## src/rtl/msch_pkg.sv

```systemverilog
// Constants, field layouts and carriers shared by the serial command handler.
package msch_pkg;
    localparam int unsigned CLK_HZ = 250_000_000;
    localparam longint unsigned SCAN_WAIT_S = 10;
    localparam longint unsigned SCAN_WAIT_CYC = SCAN_WAIT_S * CLK_HZ;
    localparam longint unsigned TAG_UNIT_MS = 100;
    localparam longint unsigned TAG_UNIT_CYC = TAG_UNIT_MS * CLK_HZ / 1000;

    localparam logic [7:0] CMD_PIN_WR = 8'h00AD;
    localparam logic [7:0] CMD_SCAN = 8'h00BC;
    localparam logic [7:0] CMD_TYPE = 8'h00C3;
    localparam logic [7:0] CMD_SLEEP = 8'h00B1;
    localparam logic [7:0] CMD_WAKE = 8'h00B2;
    localparam logic [7:0] CODE_ERR = 8'h00FF;
    localparam logic [7:0] CONFIRM = 8'h0000;
    localparam logic [7:0] WAKE_BY_SERIAL = 8'h0000;
    localparam logic [7:0] REQ_HDR = 8'h0080;
    localparam logic [7:0] RSP_HDR = 8'h00C0;
    localparam logic [7:0] HDR_MASK = 8'h00F0;
    localparam logic [7:0] LQI_BYTE = 8'h0000;
    localparam logic [7:0] PIN_FIRST = 8'h0003;
    localparam logic [7:0] PIN_LAST = 8'h000A;
    localparam logic [7:0] LVL_HIGH = 8'h0001;

    // Byte positions inside a frame, then frame, table and sample sizes.
    localparam int IDX_HDR = 0;
    localparam int IDX_LQI = 1;
    localparam int IDX_NODE_HI = 2;
    localparam int IDX_NODE_LO = 3;
    localparam int IDX_LEN = 4;
    localparam int IDX_CMD = 5;
    localparam int IDX_PL = 6;
    localparam int FRAME_OVH = 6;
    localparam int RX_MAX = 32;
    localparam int RSP_MAX = 32;
    localparam int NBR_MAX = 10;
    localparam int NBR_BYTES = 3;
    localparam int ADC_BITS = 10;

    localparam logic [1:0] PAR_NONE = 2'h0;
    localparam logic [1:0] PAR_ODD = 2'h1;
    localparam logic [1:0] PAR_EVEN = 2'h2;

    localparam logic [7:0] REG_CFG = 8'h0000;
    localparam logic [7:0] REG_NODE = 8'h0004;
    localparam logic [7:0] REG_STAT = 8'h0008;
    localparam logic [15:0] NODE_RST = 16'h0000;

    typedef struct packed {
        logic transparent_loopback_enable;
        logic serial_flow_control_select;
        logic [1:0] serial_parity_select;
        logic tag_idle_sleep_enable;
        logic [7:0] tag_report_period;
    } msch_cfg_s;

    typedef struct packed {
        logic scan_busy;
        logic tag_busy;
        logic sleeping;
        logic [7:0] port_level;
    } msch_stat_s;

    typedef struct packed {
        logic [15:0] addr;
        logic [7:0] rssi;
    } msch_nbr_s;

    typedef struct packed {
        logic [15:0] ch0;
        logic [15:0] ch1;
    } msch_adc_s;
endpackage

```

## src/rtl/msch_frame_tx.sv

```systemverilog
// Response frame serialiser: header, node id, length, payload and closing check byte.
`timescale 1ns/1ps
module msch_frame_tx (
    input wire logic i_ref_clk, // 250 MHz clock
    input wire logic i_rst, // synchronous reset
    input wire logic i_start, // one-cycle request to send a frame
    input wire logic [7:0] i_hdr, // header byte
    input wire logic [15:0] i_node, // local node id
    input wire logic [7:0] i_len, // payload length, code included
    output logic [4:0] o_pl_idx, // payload byte wanted next
    input wire logic [7:0] i_pl_byte, // payload byte at o_pl_idx
    input wire logic i_cts_ok, // far end may take bytes
    output logic o_tx_valid, // byte offered
    output logic [7:0] o_tx_data, // byte value
    input wire logic i_tx_ready, // byte taken when high with valid
    output logic o_done // one-cycle pulse after the last byte
);
    import msch_pkg::*;

    logic busy_q;
    logic done_q;
    logic [7:0] pos_q;
    logic [7:0] data_q;
    logic [7:0] xor_q;
    logic [7:0] nxt;
    logic [7:0] nb;
    logic last;
    logic acc;

    assign o_tx_valid = busy_q && i_cts_ok;
    assign acc = o_tx_valid && i_tx_ready;
    assign last = pos_q == 8'(i_len + 8'(IDX_CMD));
    assign nxt = 8'(pos_q + 8'h0001);
    assign o_pl_idx = 5'(nxt - 8'(IDX_CMD));
    // The check byte is the running XOR, so the whole frame folds to zero.
    assign nb = (nxt == 8'(IDX_LQI)) ? LQI_BYTE :
                (nxt == 8'(IDX_NODE_HI)) ? i_node[15:8] :
                (nxt == 8'(IDX_NODE_LO)) ? i_node[7:0] :
                (nxt == 8'(IDX_LEN)) ? i_len :
                (nxt == 8'(i_len + 8'(IDX_CMD))) ? 8'(xor_q ^ data_q) : i_pl_byte;
    assign o_tx_data = data_q;
    assign o_done = done_q;

    always_ff @(posedge i_ref_clk) begin
        if (i_rst) begin
            busy_q <= 1'b0;
            done_q <= 1'b0;
            pos_q <= 8'h0000;
            data_q <= 8'h0000;
            xor_q <= 8'h0000;
        end else begin
            done_q <= acc && last;
            if (i_start && !busy_q) begin
                busy_q <= 1'b1;
                pos_q <= 8'(IDX_HDR);
                data_q <= i_hdr;
                xor_q <= 8'h0000;
            end else if (acc) begin
                xor_q <= xor_q ^ data_q;
                pos_q <= nxt;
                data_q <= nb;
                if (last) begin
                    busy_q <= 1'b0;
                end
            end
        end
    end
endmodule // msch_frame_tx

```

## src/rtl/msch_top.sv

```systemverilog
// Serial command handler: frame receiver, command execution, scan, tag reports and sleep.
//
// Behaviour
// - Pin-write 0xAD carries pin/level byte pairs, each applied in turn.
// - Pin numbers 3 to 10 only; level 0 drives low, 1 high.
// - Scan 0xBC gathers one-hop neighbour addresses and signal strength, then reports.
// - Scan waits ten seconds for answers and responds inside that window; here the scan fills the window and the answer starts two cycles after it.
// - Scan payload is code then up to ten 2-byte address, 1-byte strength entries.
// - Response: header, byte, node id, length, code or FF, payload, XOR byte.
// - A scan with no neighbours still answers with the bare scan code.
// - Type query 0xC3 returns one byte with the module variant code.
// - Nonzero tag period sends a report every period times 100 ms.
// - Each report holds two 10-bit converter samples in 2-byte fields.
// - Tag mode with idle sleep set sleeps whenever nothing is due.
// - Sleep 0xB1 takes a wake source, only 0 valid; confirm byte 0x00.
// - A frame arriving while asleep wakes the block and reports 0xB2, 0.
// - Parity setting: 0 none, 1 odd, 2 even.
// - Flow setting 1 enables request and clear handshake lines.
// - Loopback setting 1 returns each transparent message to its sender.
// - Frame length is payload plus six; XOR of all bytes is zero.
//
// Chosen here: strobed register access and the register addresses.
`timescale 1ns/1ps
module msch_top #(
    parameter int unsigned SCAN_CYCLES = 32'(msch_pkg::SCAN_WAIT_CYC),
    parameter int unsigned TAG_UNIT_CYCLES = 32'(msch_pkg::TAG_UNIT_CYC),
    parameter logic [7:0] MODULE_TYPE = 8'h005A // arbitrary variant code
) (
    input wire logic i_ref_clk, // 250 MHz clock
    input wire logic i_rst, // synchronous reset, active high
    input wire logic [7:0] i_reg_addr, // register byte address
    input wire logic [31:0] i_reg_wdata, // register write data
    input wire logic i_reg_wr, // register write strobe
    input wire logic i_reg_rd, // register read strobe
    output logic [31:0] o_reg_rdata, // read data, cycle after the strobe
    input wire logic i_rx_valid, // received serial byte strobe
    input wire logic [7:0] i_rx_data, // received serial byte
    input wire logic i_rx_parity_err, // parity failed on this byte
    output logic o_tx_valid, // response byte offered
    output logic [7:0] o_tx_data, // response byte
    input wire logic i_tx_ready, // serial port takes the byte
    output logic [1:0] o_serial_parity_select, // parity mode for the port
    output logic o_flow_request_n, // request line, low when bytes may come
    input wire logic i_flow_clear_n, // clear line pin, low when we may send
    output logic [7:0] o_port_level, // pins 3 to 10, bit 0 is pin 3
    output logic o_scan_start, // one-cycle start of a neighbour search
    input wire logic i_nbr_valid, // one neighbour answer
    input wire msch_pkg::msch_nbr_s i_nbr, // neighbour address and strength
    input wire logic i_scan_done, // radio ended the search early
    input wire msch_pkg::msch_adc_s i_adc, // analog_channel_pair samples
    output logic o_tag_report_valid, // tag report waiting for the radio
    output msch_pkg::msch_adc_s o_tag_report, // captured samples
    input wire logic i_tag_report_done, // radio finished sending the report
    input wire logic i_tmsg_valid, // transparent message received
    input wire logic [15:0] i_tmsg_src, // its originating node
    output logic o_loopback_valid, // one-cycle request to echo it back
    output logic [15:0] o_loopback_dst, // node to echo to
    output logic o_sleep // low-power request
);
    import msch_pkg::*;

    typedef enum logic [2:0] {ST_RX, ST_EXEC, ST_PIN, ST_SCAN, ST_SEND, ST_WAIT} msch_state_e;

    msch_state_e st_q;
    msch_cfg_s cfg_q;
    logic [15:0] node_q;
    logic [31:0] rdata_q;
    logic [7:0] rxb_q [RX_MAX];
    logic [7:0] rsp_q [RSP_MAX];
    logic [5:0] rx_cnt_q;
    logic [7:0] rx_xor_q;
    logic [7:0] len_q;
    logic [3:0] seq_q;
    logic [7:0] rsp_len_q;
    logic [7:0] idx_q;
    logic pin_err_q;
    logic [7:0] port_q;
    logic sleep_q;
    logic sleep_pend_q;
    logic scan_start_q;
    logic [31:0] scan_cnt_q;
    logic [3:0] nbr_n_q;
    logic [31:0] unit_cnt_q;
    logic [7:0] unit_n_q;
    logic tag_valid_q;
    msch_adc_s tag_q;
    logic lb_valid_q;
    logic [15:0] lb_dst_q;
    logic cts_m_q;
    logic cts_q;

    function automatic logic [4:0] nbr_slot(input logic [3:0] n);
        nbr_slot = 5'(1 + NBR_BYTES * n);
    endfunction

    // Register decode.
    wire wr_cfg = i_reg_wr && i_reg_addr == REG_CFG;
    wire wr_node = i_reg_wr && i_reg_addr == REG_NODE;
    wire msch_stat_s stat = '{scan_busy: st_q == ST_SCAN, tag_busy: tag_valid_q,
                              sleeping: o_sleep, port_level: port_q};
    wire [31:0] rd_mux = (i_reg_addr == REG_CFG) ? 32'(cfg_q) :
                         (i_reg_addr == REG_NODE) ? 32'(node_q) :
                         (i_reg_addr == REG_STAT) ? 32'(stat) : 32'h0000_0000;

    // Receive path.
    wire par_on = cfg_q.serial_parity_select != PAR_NONE;
    wire rx_here = i_rx_valid && st_q == ST_RX;
    wire rx_bad = rx_here && par_on && i_rx_parity_err;
    wire rx_take = rx_here && !rx_bad;
    wire [7:0] rx_x = rx_xor_q ^ i_rx_data;
    wire hdr_ok = (i_rx_data & HDR_MASK) == REQ_HDR;
    wire len_ok = i_rx_data >= 8'h0001 && i_rx_data <= 8'(RX_MAX - FRAME_OVH);
    wire rx_last = rx_cnt_q > 6'(IDX_LEN) && {2'b00, rx_cnt_q} == 8'(len_q + 8'(IDX_CMD));
    wire frame_end = rx_take && rx_last;
    wire frame_ok = frame_end && rx_x == 8'h0000;

    // Command decode.
    wire [7:0] cmd = rxb_q[IDX_CMD];
    wire [7:0] prm = rxb_q[IDX_PL];
    wire is_sleep = cmd == CMD_SLEEP;
    wire sleep_ok = len_q == 8'h0002 && prm == WAKE_BY_SERIAL;
    wire ex_known = cmd == CMD_TYPE || (is_sleep && sleep_ok);
    wire [7:0] ex_b0 = ex_known ? cmd : CODE_ERR;
    wire [7:0] ex_b1 = !ex_known ? cmd : (cmd == CMD_TYPE) ? MODULE_TYPE : CONFIRM;

    // Pin-write pair walk.
    wire pair_left = 8'(idx_q + 8'h0001) <= 8'(len_q + 8'(IDX_LEN));
    wire [7:0] pin = rxb_q[5'(idx_q)];
    wire [7:0] lvl = rxb_q[5'(idx_q + 8'h0001)];
    wire pair_ok = pin >= PIN_FIRST && pin <= PIN_LAST && lvl <= LVL_HIGH;
    wire [2:0] pin_bit = 3'(pin - PIN_FIRST);

    // Scan window end in its last cycle; the answer starts two cycles after the window.
    wire scan_end = i_scan_done || scan_cnt_q == SCAN_CYCLES - 32'h0000_0001;
    wire nbr_take = i_nbr_valid && nbr_n_q < 4'(NBR_MAX);

    // Tag timer.
    wire tag_on = cfg_q.tag_report_period != 8'h0000;
    wire unit_wrap = unit_cnt_q == TAG_UNIT_CYCLES - 32'h0000_0001;
    wire tag_fire = tag_on && unit_wrap && unit_n_q == 8'(cfg_q.tag_report_period - 8'h0001);
    wire rx_idle = st_q == ST_RX && rx_cnt_q == 6'h00;

    // Transmitter hookup.
    wire tx_done;
    wire [4:0] pl_idx;
    wire cts_ok = !cfg_q.serial_flow_control_select || !cts_q;

    assign o_reg_rdata = rdata_q;
    assign o_serial_parity_select = cfg_q.serial_parity_select;
    assign o_flow_request_n = cfg_q.serial_flow_control_select ? st_q != ST_RX : 1'b0;
    assign o_port_level = port_q;
    assign o_scan_start = scan_start_q;
    assign o_tag_report_valid = tag_valid_q;
    assign o_tag_report = tag_q;
    assign o_loopback_valid = lb_valid_q;
    assign o_loopback_dst = lb_dst_q;
    // Idle sleep drops the moment a report falls due, so the radio can send it.
    assign o_sleep = sleep_q || (tag_on && cfg_q.tag_idle_sleep_enable && !tag_valid_q && rx_idle);

    msch_frame_tx u_tx (
        .i_ref_clk(i_ref_clk),
        .i_rst(i_rst),
        .i_start(st_q == ST_SEND),
        .i_hdr(RSP_HDR | {4'h0, seq_q}),
        .i_node(node_q),
        .i_len(rsp_len_q),
        .o_pl_idx(pl_idx),
        .i_pl_byte(rsp_q[pl_idx]),
        .i_cts_ok(cts_ok),
        .o_tx_valid(o_tx_valid),
        .o_tx_data(o_tx_data),
        .i_tx_ready(i_tx_ready),
        .o_done(tx_done)
    );

    always_ff @(posedge i_ref_clk) begin
        if (i_rst) begin
            cfg_q <= '0;
            node_q <= NODE_RST;
            rdata_q <= 32'h0000_0000;
            cts_m_q <= 1'b1;
            cts_q <= 1'b1;
        end else begin
            cts_m_q <= i_flow_clear_n;
            cts_q <= cts_m_q;
            rdata_q <= i_reg_rd ? rd_mux : 32'h0000_0000;
            if (wr_cfg) begin
                cfg_q <= msch_cfg_s'(i_reg_wdata[$bits(msch_cfg_s)-1:0]);
            end
            if (wr_node) begin
                node_q <= i_reg_wdata[15:0];
            end
        end
    end

    always_ff @(posedge i_ref_clk) begin
        if (rx_take) begin
            rxb_q[5'(rx_cnt_q)] <= i_rx_data;
        end
    end

    always_ff @(posedge i_ref_clk) begin
        if (i_rst) begin
            st_q <= ST_RX;
            rx_cnt_q <= 6'h00;
            rx_xor_q <= 8'h0000;
            len_q <= 8'h0000;
            seq_q <= 4'h0;
            rsp_len_q <= 8'h0000;
            idx_q <= 8'h0000;
            pin_err_q <= 1'b0;
            port_q <= 8'h0000;
            sleep_q <= 1'b0;
            sleep_pend_q <= 1'b0;
            scan_start_q <= 1'b0;
            scan_cnt_q <= 32'h0000_0000;
            nbr_n_q <= 4'h0;
        end else begin
            scan_start_q <= 1'b0;
            case (st_q)
                ST_RX: begin
                    if (rx_bad || frame_end || (rx_take && rx_cnt_q == 6'(IDX_LEN) && !len_ok)) begin
                        rx_cnt_q <= 6'h00;
                        rx_xor_q <= 8'h0000;
                    end else if (rx_take && (rx_cnt_q != 6'(IDX_HDR) || hdr_ok)) begin
                        rx_cnt_q <= 6'(rx_cnt_q + 6'h01);
                        rx_xor_q <= rx_x;
                    end
                    if (rx_take && rx_cnt_q == 6'(IDX_HDR)) begin
                        seq_q <= i_rx_data[3:0];
                    end
                    if (rx_take && rx_cnt_q == 6'(IDX_LEN)) begin
                        len_q <= i_rx_data;
                    end
                    if (frame_ok && sleep_q) begin
                        sleep_q <= 1'b0;
                        rsp_q[0] <= CMD_WAKE;
                        rsp_q[1] <= CONFIRM;
                        rsp_len_q <= 8'h0002;
                        st_q <= ST_SEND;
                    end else if (frame_ok) begin
                        st_q <= ST_EXEC;
                    end
                end
                ST_EXEC: begin
                    if (cmd == CMD_PIN_WR) begin
                        idx_q <= 8'(IDX_PL);
                        pin_err_q <= !len_q[0];
                        st_q <= ST_PIN;
                    end else if (cmd == CMD_SCAN) begin
                        scan_start_q <= 1'b1;
                        scan_cnt_q <= 32'h0000_0000;
                        nbr_n_q <= 4'h0;
                        rsp_q[0] <= CMD_SCAN;
                        st_q <= ST_SCAN;
                    end else begin
                        rsp_q[0] <= ex_b0;
                        rsp_q[1] <= ex_b1;
                        rsp_len_q <= 8'h0002;
                        sleep_pend_q <= is_sleep && sleep_ok;
                        st_q <= ST_SEND;
                    end
                end
                ST_PIN: begin
                    if (pair_left) begin
                        if (pair_ok) begin
                            port_q[pin_bit] <= lvl[0];
                        end else begin
                            pin_err_q <= 1'b1;
                        end
                        idx_q <= 8'(idx_q + 8'h0002);
                    end else begin
                        rsp_q[0] <= pin_err_q ? CODE_ERR : CMD_PIN_WR;
                        rsp_q[1] <= pin_err_q ? CMD_PIN_WR : CONFIRM;
                        rsp_len_q <= 8'h0002;
                        st_q <= ST_SEND;
                    end
                end
                ST_SCAN: begin
                    scan_cnt_q <= 32'(scan_cnt_q + 32'h0000_0001);
                    if (scan_end) begin
                        // An entry in the closing cycle is dropped; the list is already fixed.
                        rsp_len_q <= 8'(nbr_slot(nbr_n_q));
                        st_q <= ST_SEND;
                    end else if (nbr_take) begin
                        rsp_q[nbr_slot(nbr_n_q)] <= i_nbr.addr[15:8];
                        rsp_q[5'(nbr_slot(nbr_n_q) + 5'h01)] <= i_nbr.addr[7:0];
                        rsp_q[5'(nbr_slot(nbr_n_q) + 5'h02)] <= i_nbr.rssi;
                        nbr_n_q <= 4'(nbr_n_q + 4'h1);
                    end
                end
                ST_SEND: begin
                    st_q <= ST_WAIT;
                end
                ST_WAIT: begin
                    if (tx_done) begin
                        sleep_q <= sleep_pend_q;
                        sleep_pend_q <= 1'b0;
                        st_q <= ST_RX;
                    end
                end
                default: begin
                    st_q <= ST_RX;
                end
            endcase
        end
    end

    always_ff @(posedge i_ref_clk) begin
        if (i_rst) begin
            unit_cnt_q <= 32'h0000_0000;
            unit_n_q <= 8'h0000;
            tag_valid_q <= 1'b0;
            tag_q <= '0;
            lb_valid_q <= 1'b0;
            lb_dst_q <= 16'h0000;
        end else begin
            if (!tag_on || unit_wrap) begin
                unit_cnt_q <= 32'h0000_0000;
            end else begin
                unit_cnt_q <= 32'(unit_cnt_q + 32'h0000_0001);
            end
            if (!tag_on || tag_fire) begin
                unit_n_q <= 8'h0000;
            end else if (unit_wrap) begin
                unit_n_q <= 8'(unit_n_q + 8'h0001);
            end
            if (tag_fire) begin
                tag_valid_q <= 1'b1;
                tag_q.ch0 <= 16'(i_adc.ch0[ADC_BITS-1:0]);
                tag_q.ch1 <= 16'(i_adc.ch1[ADC_BITS-1:0]);
            end else if (i_tag_report_done) begin
                tag_valid_q <= 1'b0;
            end
            lb_valid_q <= cfg_q.transparent_loopback_enable && i_tmsg_valid;
            if (i_tmsg_valid) begin
                lb_dst_q <= i_tmsg_src;
            end
        end
    end
endmodule // msch_top

```

## config.mk

```make
export PLATFORM = sky130hd
export DESIGN_NAME = msch_top
export DESIGN_NICKNAME = d
export VERILOG_FILES = /design/src/rtl/msch_pkg.sv /design/src/rtl/msch_frame_tx.sv /design/src/rtl/msch_top.sv
export SDC_FILE = /design/constraint.sdc
export NUM_CORES = 2
export LEC_CHECK = 0
export ABC_CLOCK_PERIOD_IN_PS = 6470
export BUFFER_PORTS_ARGS = -buffer_cell sky130_fd_sc_hd__buf_4
export CAP_MARGIN = 20
export CORE_ASPECT_RATIO = 1.25
export CORE_MARGIN = 1.5
export CORE_UTILIZATION = 57
export DETAILED_ROUTE_END_ITERATION = 16
export PLACE_DENSITY = 0.75
export SYNTH_ARGS = -nofsm -noshare
export SYNTH_HDL_FRONTEND = slang
export SYNTH_HIERARCHICAL = 1
export SYNTH_SLANG_ARGS = --single-unit
```

## constraint.sdc

```tcl
create_clock -name i_ref_clk -period 6.47 [get_ports i_ref_clk]
set_clock_uncertainty 0.05 [all_clocks]
set_input_delay 0 -clock i_ref_clk [delete_from_list [all_inputs] [get_ports i_ref_clk]]
set_output_delay 0 -clock i_ref_clk [all_outputs]
set_load 0.02 [all_outputs]
```

; ---- After elaboration in Yosys (flattened, before gate mapping)
; Memory sizes are Yosys's and may differ from the RTL's. A register that Yosys moved wholly into a read port is not among the register bits.
; Index checks and enable logic that the tools add are counted.
[totals]
wordCells = 303
regBits = 260
output_inout_bits = 104
mem_bits_rw = 512
mem_count = 2
[mem_list]
columns = name, depth, width, read_ports, rd_clocked_by_memory_dff, write_ports, line_no
row1 = rsp_q, 32, 8, 1, 0, 3, msch_top.sv:69  ; logic [7:0] rsp_q [RSP_MAX];
row2 = rxb_q, 32, 8, 4, 1, 1, msch_top.sv:68  ; logic [7:0] rxb_q [RX_MAX];
[op_classes]
muxes = 102
add_sub_neg = 17
n_eq_ne = 37
n_lt_le_gt_ge = 10
bitwise_logic = 8
n_reduce_logical = 88
mul = 1
[ops]
columns = cell, n
row1 = 8-bit two-way mux, 26
row2 = "32-bit by 1-bit adder with 32-bit output, second input constant", 2
row3 = 32-bit two-way mux, 2
row4 = 32-bit case mux with 2 select lines, 1
row5 = 1-bit two-way mux, 42
row6 = "32-bit by 25-bit equality test with 1-bit output, second input constant", 1
row7 = "32-bit equality test, second input constant", 1
row8 = "8-bit equality test, second input constant", 4
row9 = 1-bit logical AND, 32
row10 = 8-bit case mux with 4 select lines, 1
row11 = "8-bit by 1-bit adder with 8-bit output, second input constant", 3
row12 = "8-bit by 3-bit adder with 8-bit output, second input constant", 3
row13 = "8-bit by 2-bit equality test with 1-bit output, second input constant", 3
row14 = 8-bit equality test, 3
row15 = 8-bit zero test, 3
row16 = 3-bit two-way mux, 7
row17 = 5-bit two-way mux, 4
row18 = 3-bit case mux with 6 select lines, 1
row19 = 2-bit nonzero test, 9
row20 = "8-bit by 3-bit equality test with 1-bit output, second input constant", 2
row21 = 16-bit two-way mux, 1
row22 = 4-bit two-way mux, 4
row23 = "2-bit inequality test, second input constant", 8
row24 = 8-bit case mux with 2 select lines, 1
row25 = other kinds (58), 99

; ---- Longest topological paths before layout
[depth]
ltp_word = 17
mapped_depth = 15
mapped_depth_nobuf = 13

; ---- Cells and area by module
; Netlist, hierarchy kept.
[modules_own_cells]
columns = module, cells_per_inst, seq_area_each_um2, area_per_inst_um2, n_inst
row1 = msch_top, 3314, 19779.0, 37790.0, 1
row2 = msch_frame_tx, 294, 520.5, 2254.7, 1

; ---- Least setup slack after synthesis
; No wires, ideal clock.
[synth_path]
path_type = reg-to-reg
from = register nbr_n_q[0]
to = memory rsp_q[17][0], enable pin
setup_slack_ns = 2.535
path_stages_with_launch = 13
synth_period_minus_slack_ns = 3.935
n_path_buf = 2
required_ns = 6.005
arrival_time_ns = 3.470
cell_sequence = dfxtp_1 -> inv_1 -> fa_1 -> clkbuf_1 -> inv_1 -> ha_1 -> nor2b_1 -> xnor2_1 -> nor2_1 -> a32o_1 -> clkbuf_1 -> nand2_1 -> o311ai_0
[synth_rtl]
columns = item, line_no
row1 = start: declaration, msch_top.sv:82  ; logic [3:0] nbr_n_q;
row2 = start signal: assignment, msch_top.sv:289  ; nbr_n_q <= 4'(nbr_n_q + 4'h1);
row3 = end: declaration, msch_top.sv:69

==> qor.txt <==
=====================================================================================
Final number of setup-violating endpoints                                           0
FMAX                                                                        205.6 MHz
Placeable Area                                                             69460 um^2
Number of register bits inferred by synthesis                                     758
Clock tree from TritonCTS                                                       built
Clock Latency Late Sink                                                       0.63 ns
End point of the most critical hold path                                 u_tx/pos_q[1]$_SDFFE_PP0P_
Post-Syn Instances                                                               3608
Tightest Pin Transition                                                      1.199 ns
Number of I/O port buffers                                                        179
CP Launch Type                                                               register
Class of the most critical hold timing path                                 in -> reg
Overall fraction of global-route tracks in use                                 30.01%
Clock net sink count                                                              758
Area of the die                                                            71860 um^2
Post-DP Area                                                               41490 um^2
Share of flip-flops with an asynchronous set or reset                              0%
Minimum period implied by the final worst setup slack                        4.863 ns
Relative slew slack                                                            20.08%
Die width                                                                    240.1 um
Met3 Routed Length                                                           9.147 mm
Critical path class                                                        reg -> reg
Synth cell types                                                                  127
Post-synthesis sequential area ratio                                           50.69%
Clock-pin slew of the registers on the worst-case setup and hold paths        0.07 ns
Number of violations of the max-capacitance limit                                   0
DRT Pass-1 Iters                                                                    5
Diode insertion count for antenna repair                                            0
Wire length per cell after detailed routing                                  22.78 um
Worst IR Drop VDD                                                           0.2018 mV
Vias in the first global route                                                  29600
Status                                                                   complete, no violations
First-pass GRT wire length                                                   167.3 mm
Share of the clock period used by the worst path                               75.16%
CTS HTree Levels                                                                    3
Worst R2R Setup Slack                                                         1.61 ns
Post-synth design cell area                                                40040 um^2
Count of synthesis-stage warnings from yosys                                        6
Placed wire-length estimate                                                  70.62 mm
R2R depth                                                                           9
Sum of negative setup slack                                                      0 ns
Leakage                                                                      15.64 nW
Final Wtd Congestion                                                           0.9466
Signal arrival time at the worst endpoint                                     5.21 ns
Reg2Reg Capture Point                                                    rsp_q[6][0]$_DFFE_PP_
Most frequent cells in the layout                                        512 x sky130_fd_sc_hd__edfxtp_1, 460 x sky130_fd_sc_hd__nor2_1, 365 x sky130_fd_sc_hd__mux2i_1, 320 x sky130_fd_sc_hd__nand2_1, 243 x sky130_fd_sc_hd__dfxtp_1
Met1 wire length                                                             42.12 mm
Sort of element at the end of the critical path                              register
RSZ-0062 raised after global routing                                            false
Instance count on the critical path                                                 9
Starting utilization of the core area                                          57.65%
Worst path buffer plus inverter count                                               2
Detail Route met2 WL                                                         52.65 mm
Maximum count of clock buffers along a single path                                  3
Total wirelength of the detailed-routed design                               109.1 mm
Startpoint of the worst hold path                                          i_tx_ready
Die span in y                                                                299.3 um
Vias per std cell                                                               6.260
Mean area per synthesized cell                                             11.10 um^2
Vias after detailed routing                                                     29990
Final net count                                                                  3967
Post-route design area                                                     45490 um^2
Cell-by-cell trace of the critical path                                  inv_1, fa_1, xnor2_2, nor3_1, xnor3_1, nand2_1, nor2_1, o21ai_0, dlygate4sd3_1
Hold Vio Cnt, Final                                                                 0
Count of cells along the worst hold path                                            4
Final core area utilization                                                    65.50%
Starting DRT DRC Count                                                           2969
CP required                                                                   6.81 ns
Number of antenna violations at the first check in global routing                   0
Total congestion overflow                                                           0
Reg-to-reg critical path startpoint                                      nbr_n_q[0]$_SDFFE_PP0P_
CTS Buf Count                                                                      77
Row count                                                                         108
Antenna-violating nets left                                                         0
Highest net fanout along the worst path                                            17
Predominant post-synthesis flop cell                                     sky130_fd_sc_hd__edfxtp_1
Fraction of final layout cells with drive strength greater than 1              14.06%
Area growth syn-to-layout                                                      13.61%
Cell family contributing the most delay on the critical path             simple AND/OR/NAND/NOR gates
Max-slew violations                                                                 0
I/O Pins                                                                          236
Post-synth EDFFs                                                                  512
Total power divided by cell area                                         229.0 nW/um^2
Critical-path top delay cell                                             sky130_fd_sc_hd__nor2_1
Root buffer cell                                                         sky130_fd_sc_hd__clkbuf_16
Remaining routing DRC violations                                                    0
Most common cell after layout, fill and taps aside                       sky130_fd_sc_hd__edfxtp_1
Topmost layer with routed signal wires                                           met4
Slowest stage delay, CP                                                       0.78 ns
Maximum number of pins on one net before global-route repair                       69
=====================================================================================
[synthesized netlist by cell type, types with 14 or more instances]
cell type	n	area, um^2
sky130_fd_sc_hd__nor2_4	18	202.7
sky130_fd_sc_hd__xnor2_1	78	683.2
sky130_fd_sc_hd__nand4_1	40	250.2
sky130_fd_sc_hd__edfxtp_1	512	15370
sky130_fd_sc_hd__ha_1	43	538.0
sky130_fd_sc_hd__xor2_1	81	709.4
sky130_fd_sc_hd__nor4b_1	17	148.9
sky130_fd_sc_hd__a21oi_1	205	1026
sky130_fd_sc_hd__nand2_1	320	1201
sky130_fd_sc_hd__mux4_2	105	2365
sky130_fd_sc_hd__nor2_1	460	1727
sky130_fd_sc_hd__inv_1	54	202.7
sky130_fd_sc_hd__buf_2	46	230.2
sky130_fd_sc_hd__o211ai_1	19	142.6
sky130_fd_sc_hd__nor2b_1	18	112.6
sky130_fd_sc_hd__and2_1	16	100.1
sky130_fd_sc_hd__or3_1	37	231.5
sky130_fd_sc_hd__nor3_1	36	180.2
sky130_fd_sc_hd__nand2b_1	17	106.4
sky130_fd_sc_hd__and3_1	22	137.6
sky130_fd_sc_hd__nor4_1	51	319.1
sky130_fd_sc_hd__a22oi_1	19	142.6
sky130_fd_sc_hd__o21ai_1	14	70.07
sky130_fd_sc_hd__clkbuf_1	146	548.0
sky130_fd_sc_hd__o21ai_0	171	855.8
sky130_fd_sc_hd__a31oi_1	18	112.6
sky130_fd_sc_hd__buf_4	42	315.3
sky130_fd_sc_hd__nand3_1	92	460.4
sky130_fd_sc_hd__mux2i_1	365	3654
sky130_fd_sc_hd__dfxtp_1	246	4925
sky130_fd_sc_hd__a211oi_1	14	105.1
sky130_fd_sc_hd__buf_1	14	52.55
[routing by layer]
| layer | track usage (%) | vias to the layer above |
|---|---|---|
| li1 | - | 13590 |
| met1 | 37.74 | 14570 |
| met2 | 50.58 | 1551 |
| met3 | 4.678 | 284 |
| met4 | 14.47 | 0 |
| met5 | 0 | - |
[sequential cells by signal, summed over array words and instances, names as in the netlist, 3 cells and up, named ones only]
name,cells
scan_cnt_q,32
node_q,16
rsp_len_q,5
cfg_q,11
o_loopback_dst,16
nbr_n_q,4
u_tx/pos_q,8
u_tx/xor_q,8
seq_q,4
rsp_q,256
unit_n_q,8
rx_cnt_q,6
o_port_level,8
idx_q,8
u_tx/o_tx_data,8
st_q,3
rxb_q,256
len_q,8
unit_cnt_q,32
rx_xor_q,8
o_tag_report,20
o_reg_rdata,16
[how the worst max path moves through the flow]
stage                                  startpoint                     end
after CTS                 nbr_n_q[0]$_SDFFE_PP0P_   rsp_q[6][0]$_DFFE_PP_
after floorplan           nbr_n_q[0]$_SDFFE_PP0P_  rsp_q[17][0]$_DFFE_PP_
after global placement    nbr_n_q[0]$_SDFFE_PP0P_  rsp_q[15][1]$_DFFE_PP_
final                     nbr_n_q[0]$_SDFFE_PP0P_   rsp_q[6][0]$_DFFE_PP_
after global routing      nbr_n_q[0]$_SDFFE_PP0P_   rsp_q[6][0]$_DFFE_PP_
after detailed placement  nbr_n_q[0]$_SDFFE_PP0P_  rsp_q[26][5]$_DFFE_PP_
[stage by stage]
stage                     setup slack [ns]  cells  hold slack [ns]  power, mW
after floorplan                      2.535   3647          0.04887      5.528
after global placement               1.938   4513           0.1389      5.681
after detailed placement             1.951   4516           0.1409      5.691
after CTS                            1.761   4791          0.02824      10.45
after global routing                 1.274   4791          0.05609      10.69
final                                1.607   4791          0.05853      10.42
[where the power goes]
group,internal [mW],leakage [nW],total (mW),switching [mW]
Combinational,0.182,7.74,0.481,0.298
Clock,2.76,1.32,4.75,1.99
Sequential,5.17,6.59,5.18,0.00962
[worst reg2reg max path, stage by stage (launching register included)]
cell	delay (ns)
sky130_fd_sc_hd__dfxtp_1	0.56
sky130_fd_sc_hd__inv_1	0.24
sky130_fd_sc_hd__fa_1	0.55
sky130_fd_sc_hd__xnor2_2	0.50
sky130_fd_sc_hd__nor3_1	0.15
sky130_fd_sc_hd__xnor3_1	0.60
sky130_fd_sc_hd__nand2_1	0.33
sky130_fd_sc_hd__nor2_1	0.78
sky130_fd_sc_hd__o21ai_0	0.25
sky130_fd_sc_hd__dlygate4sd3_1	0.62
[kinds of logic after synthesis]
logic type | count (synthesis) | synth area share (%)
compound gates | 576 | 8.927
flops | 758 | 50.69
mux | 495 | 15.96
other cells | 2 | 0.01875
xor+xnor | 166 | 3.824
simple gates | 1240 | 15.12
fa+ha+maj | 44 | 1.394
buf+inv | 327 | 4.071
[timing repair]
item	CTS	global route
buffers inserted	0	0
hold endpoints to repair	623	0
resized for setup	0	0
hold buffers	131	0
endpoints found under the setup margin	0	0
[layout make-up]
type | instances | area (um^2)
Fill cell | 5197 | 23960
Inverter | 57 | 214.0
Tap cell | 935 | 1170
Clock buffer | 101 | 2172
Multi-Input combinational cell | 2562 | 18280
Clock inverter | 43 | 515.5
Timing Repair Buffer | 335 | 2835
Sequential cell | 758 | 20310
Power figures use the tool's default switching activity.
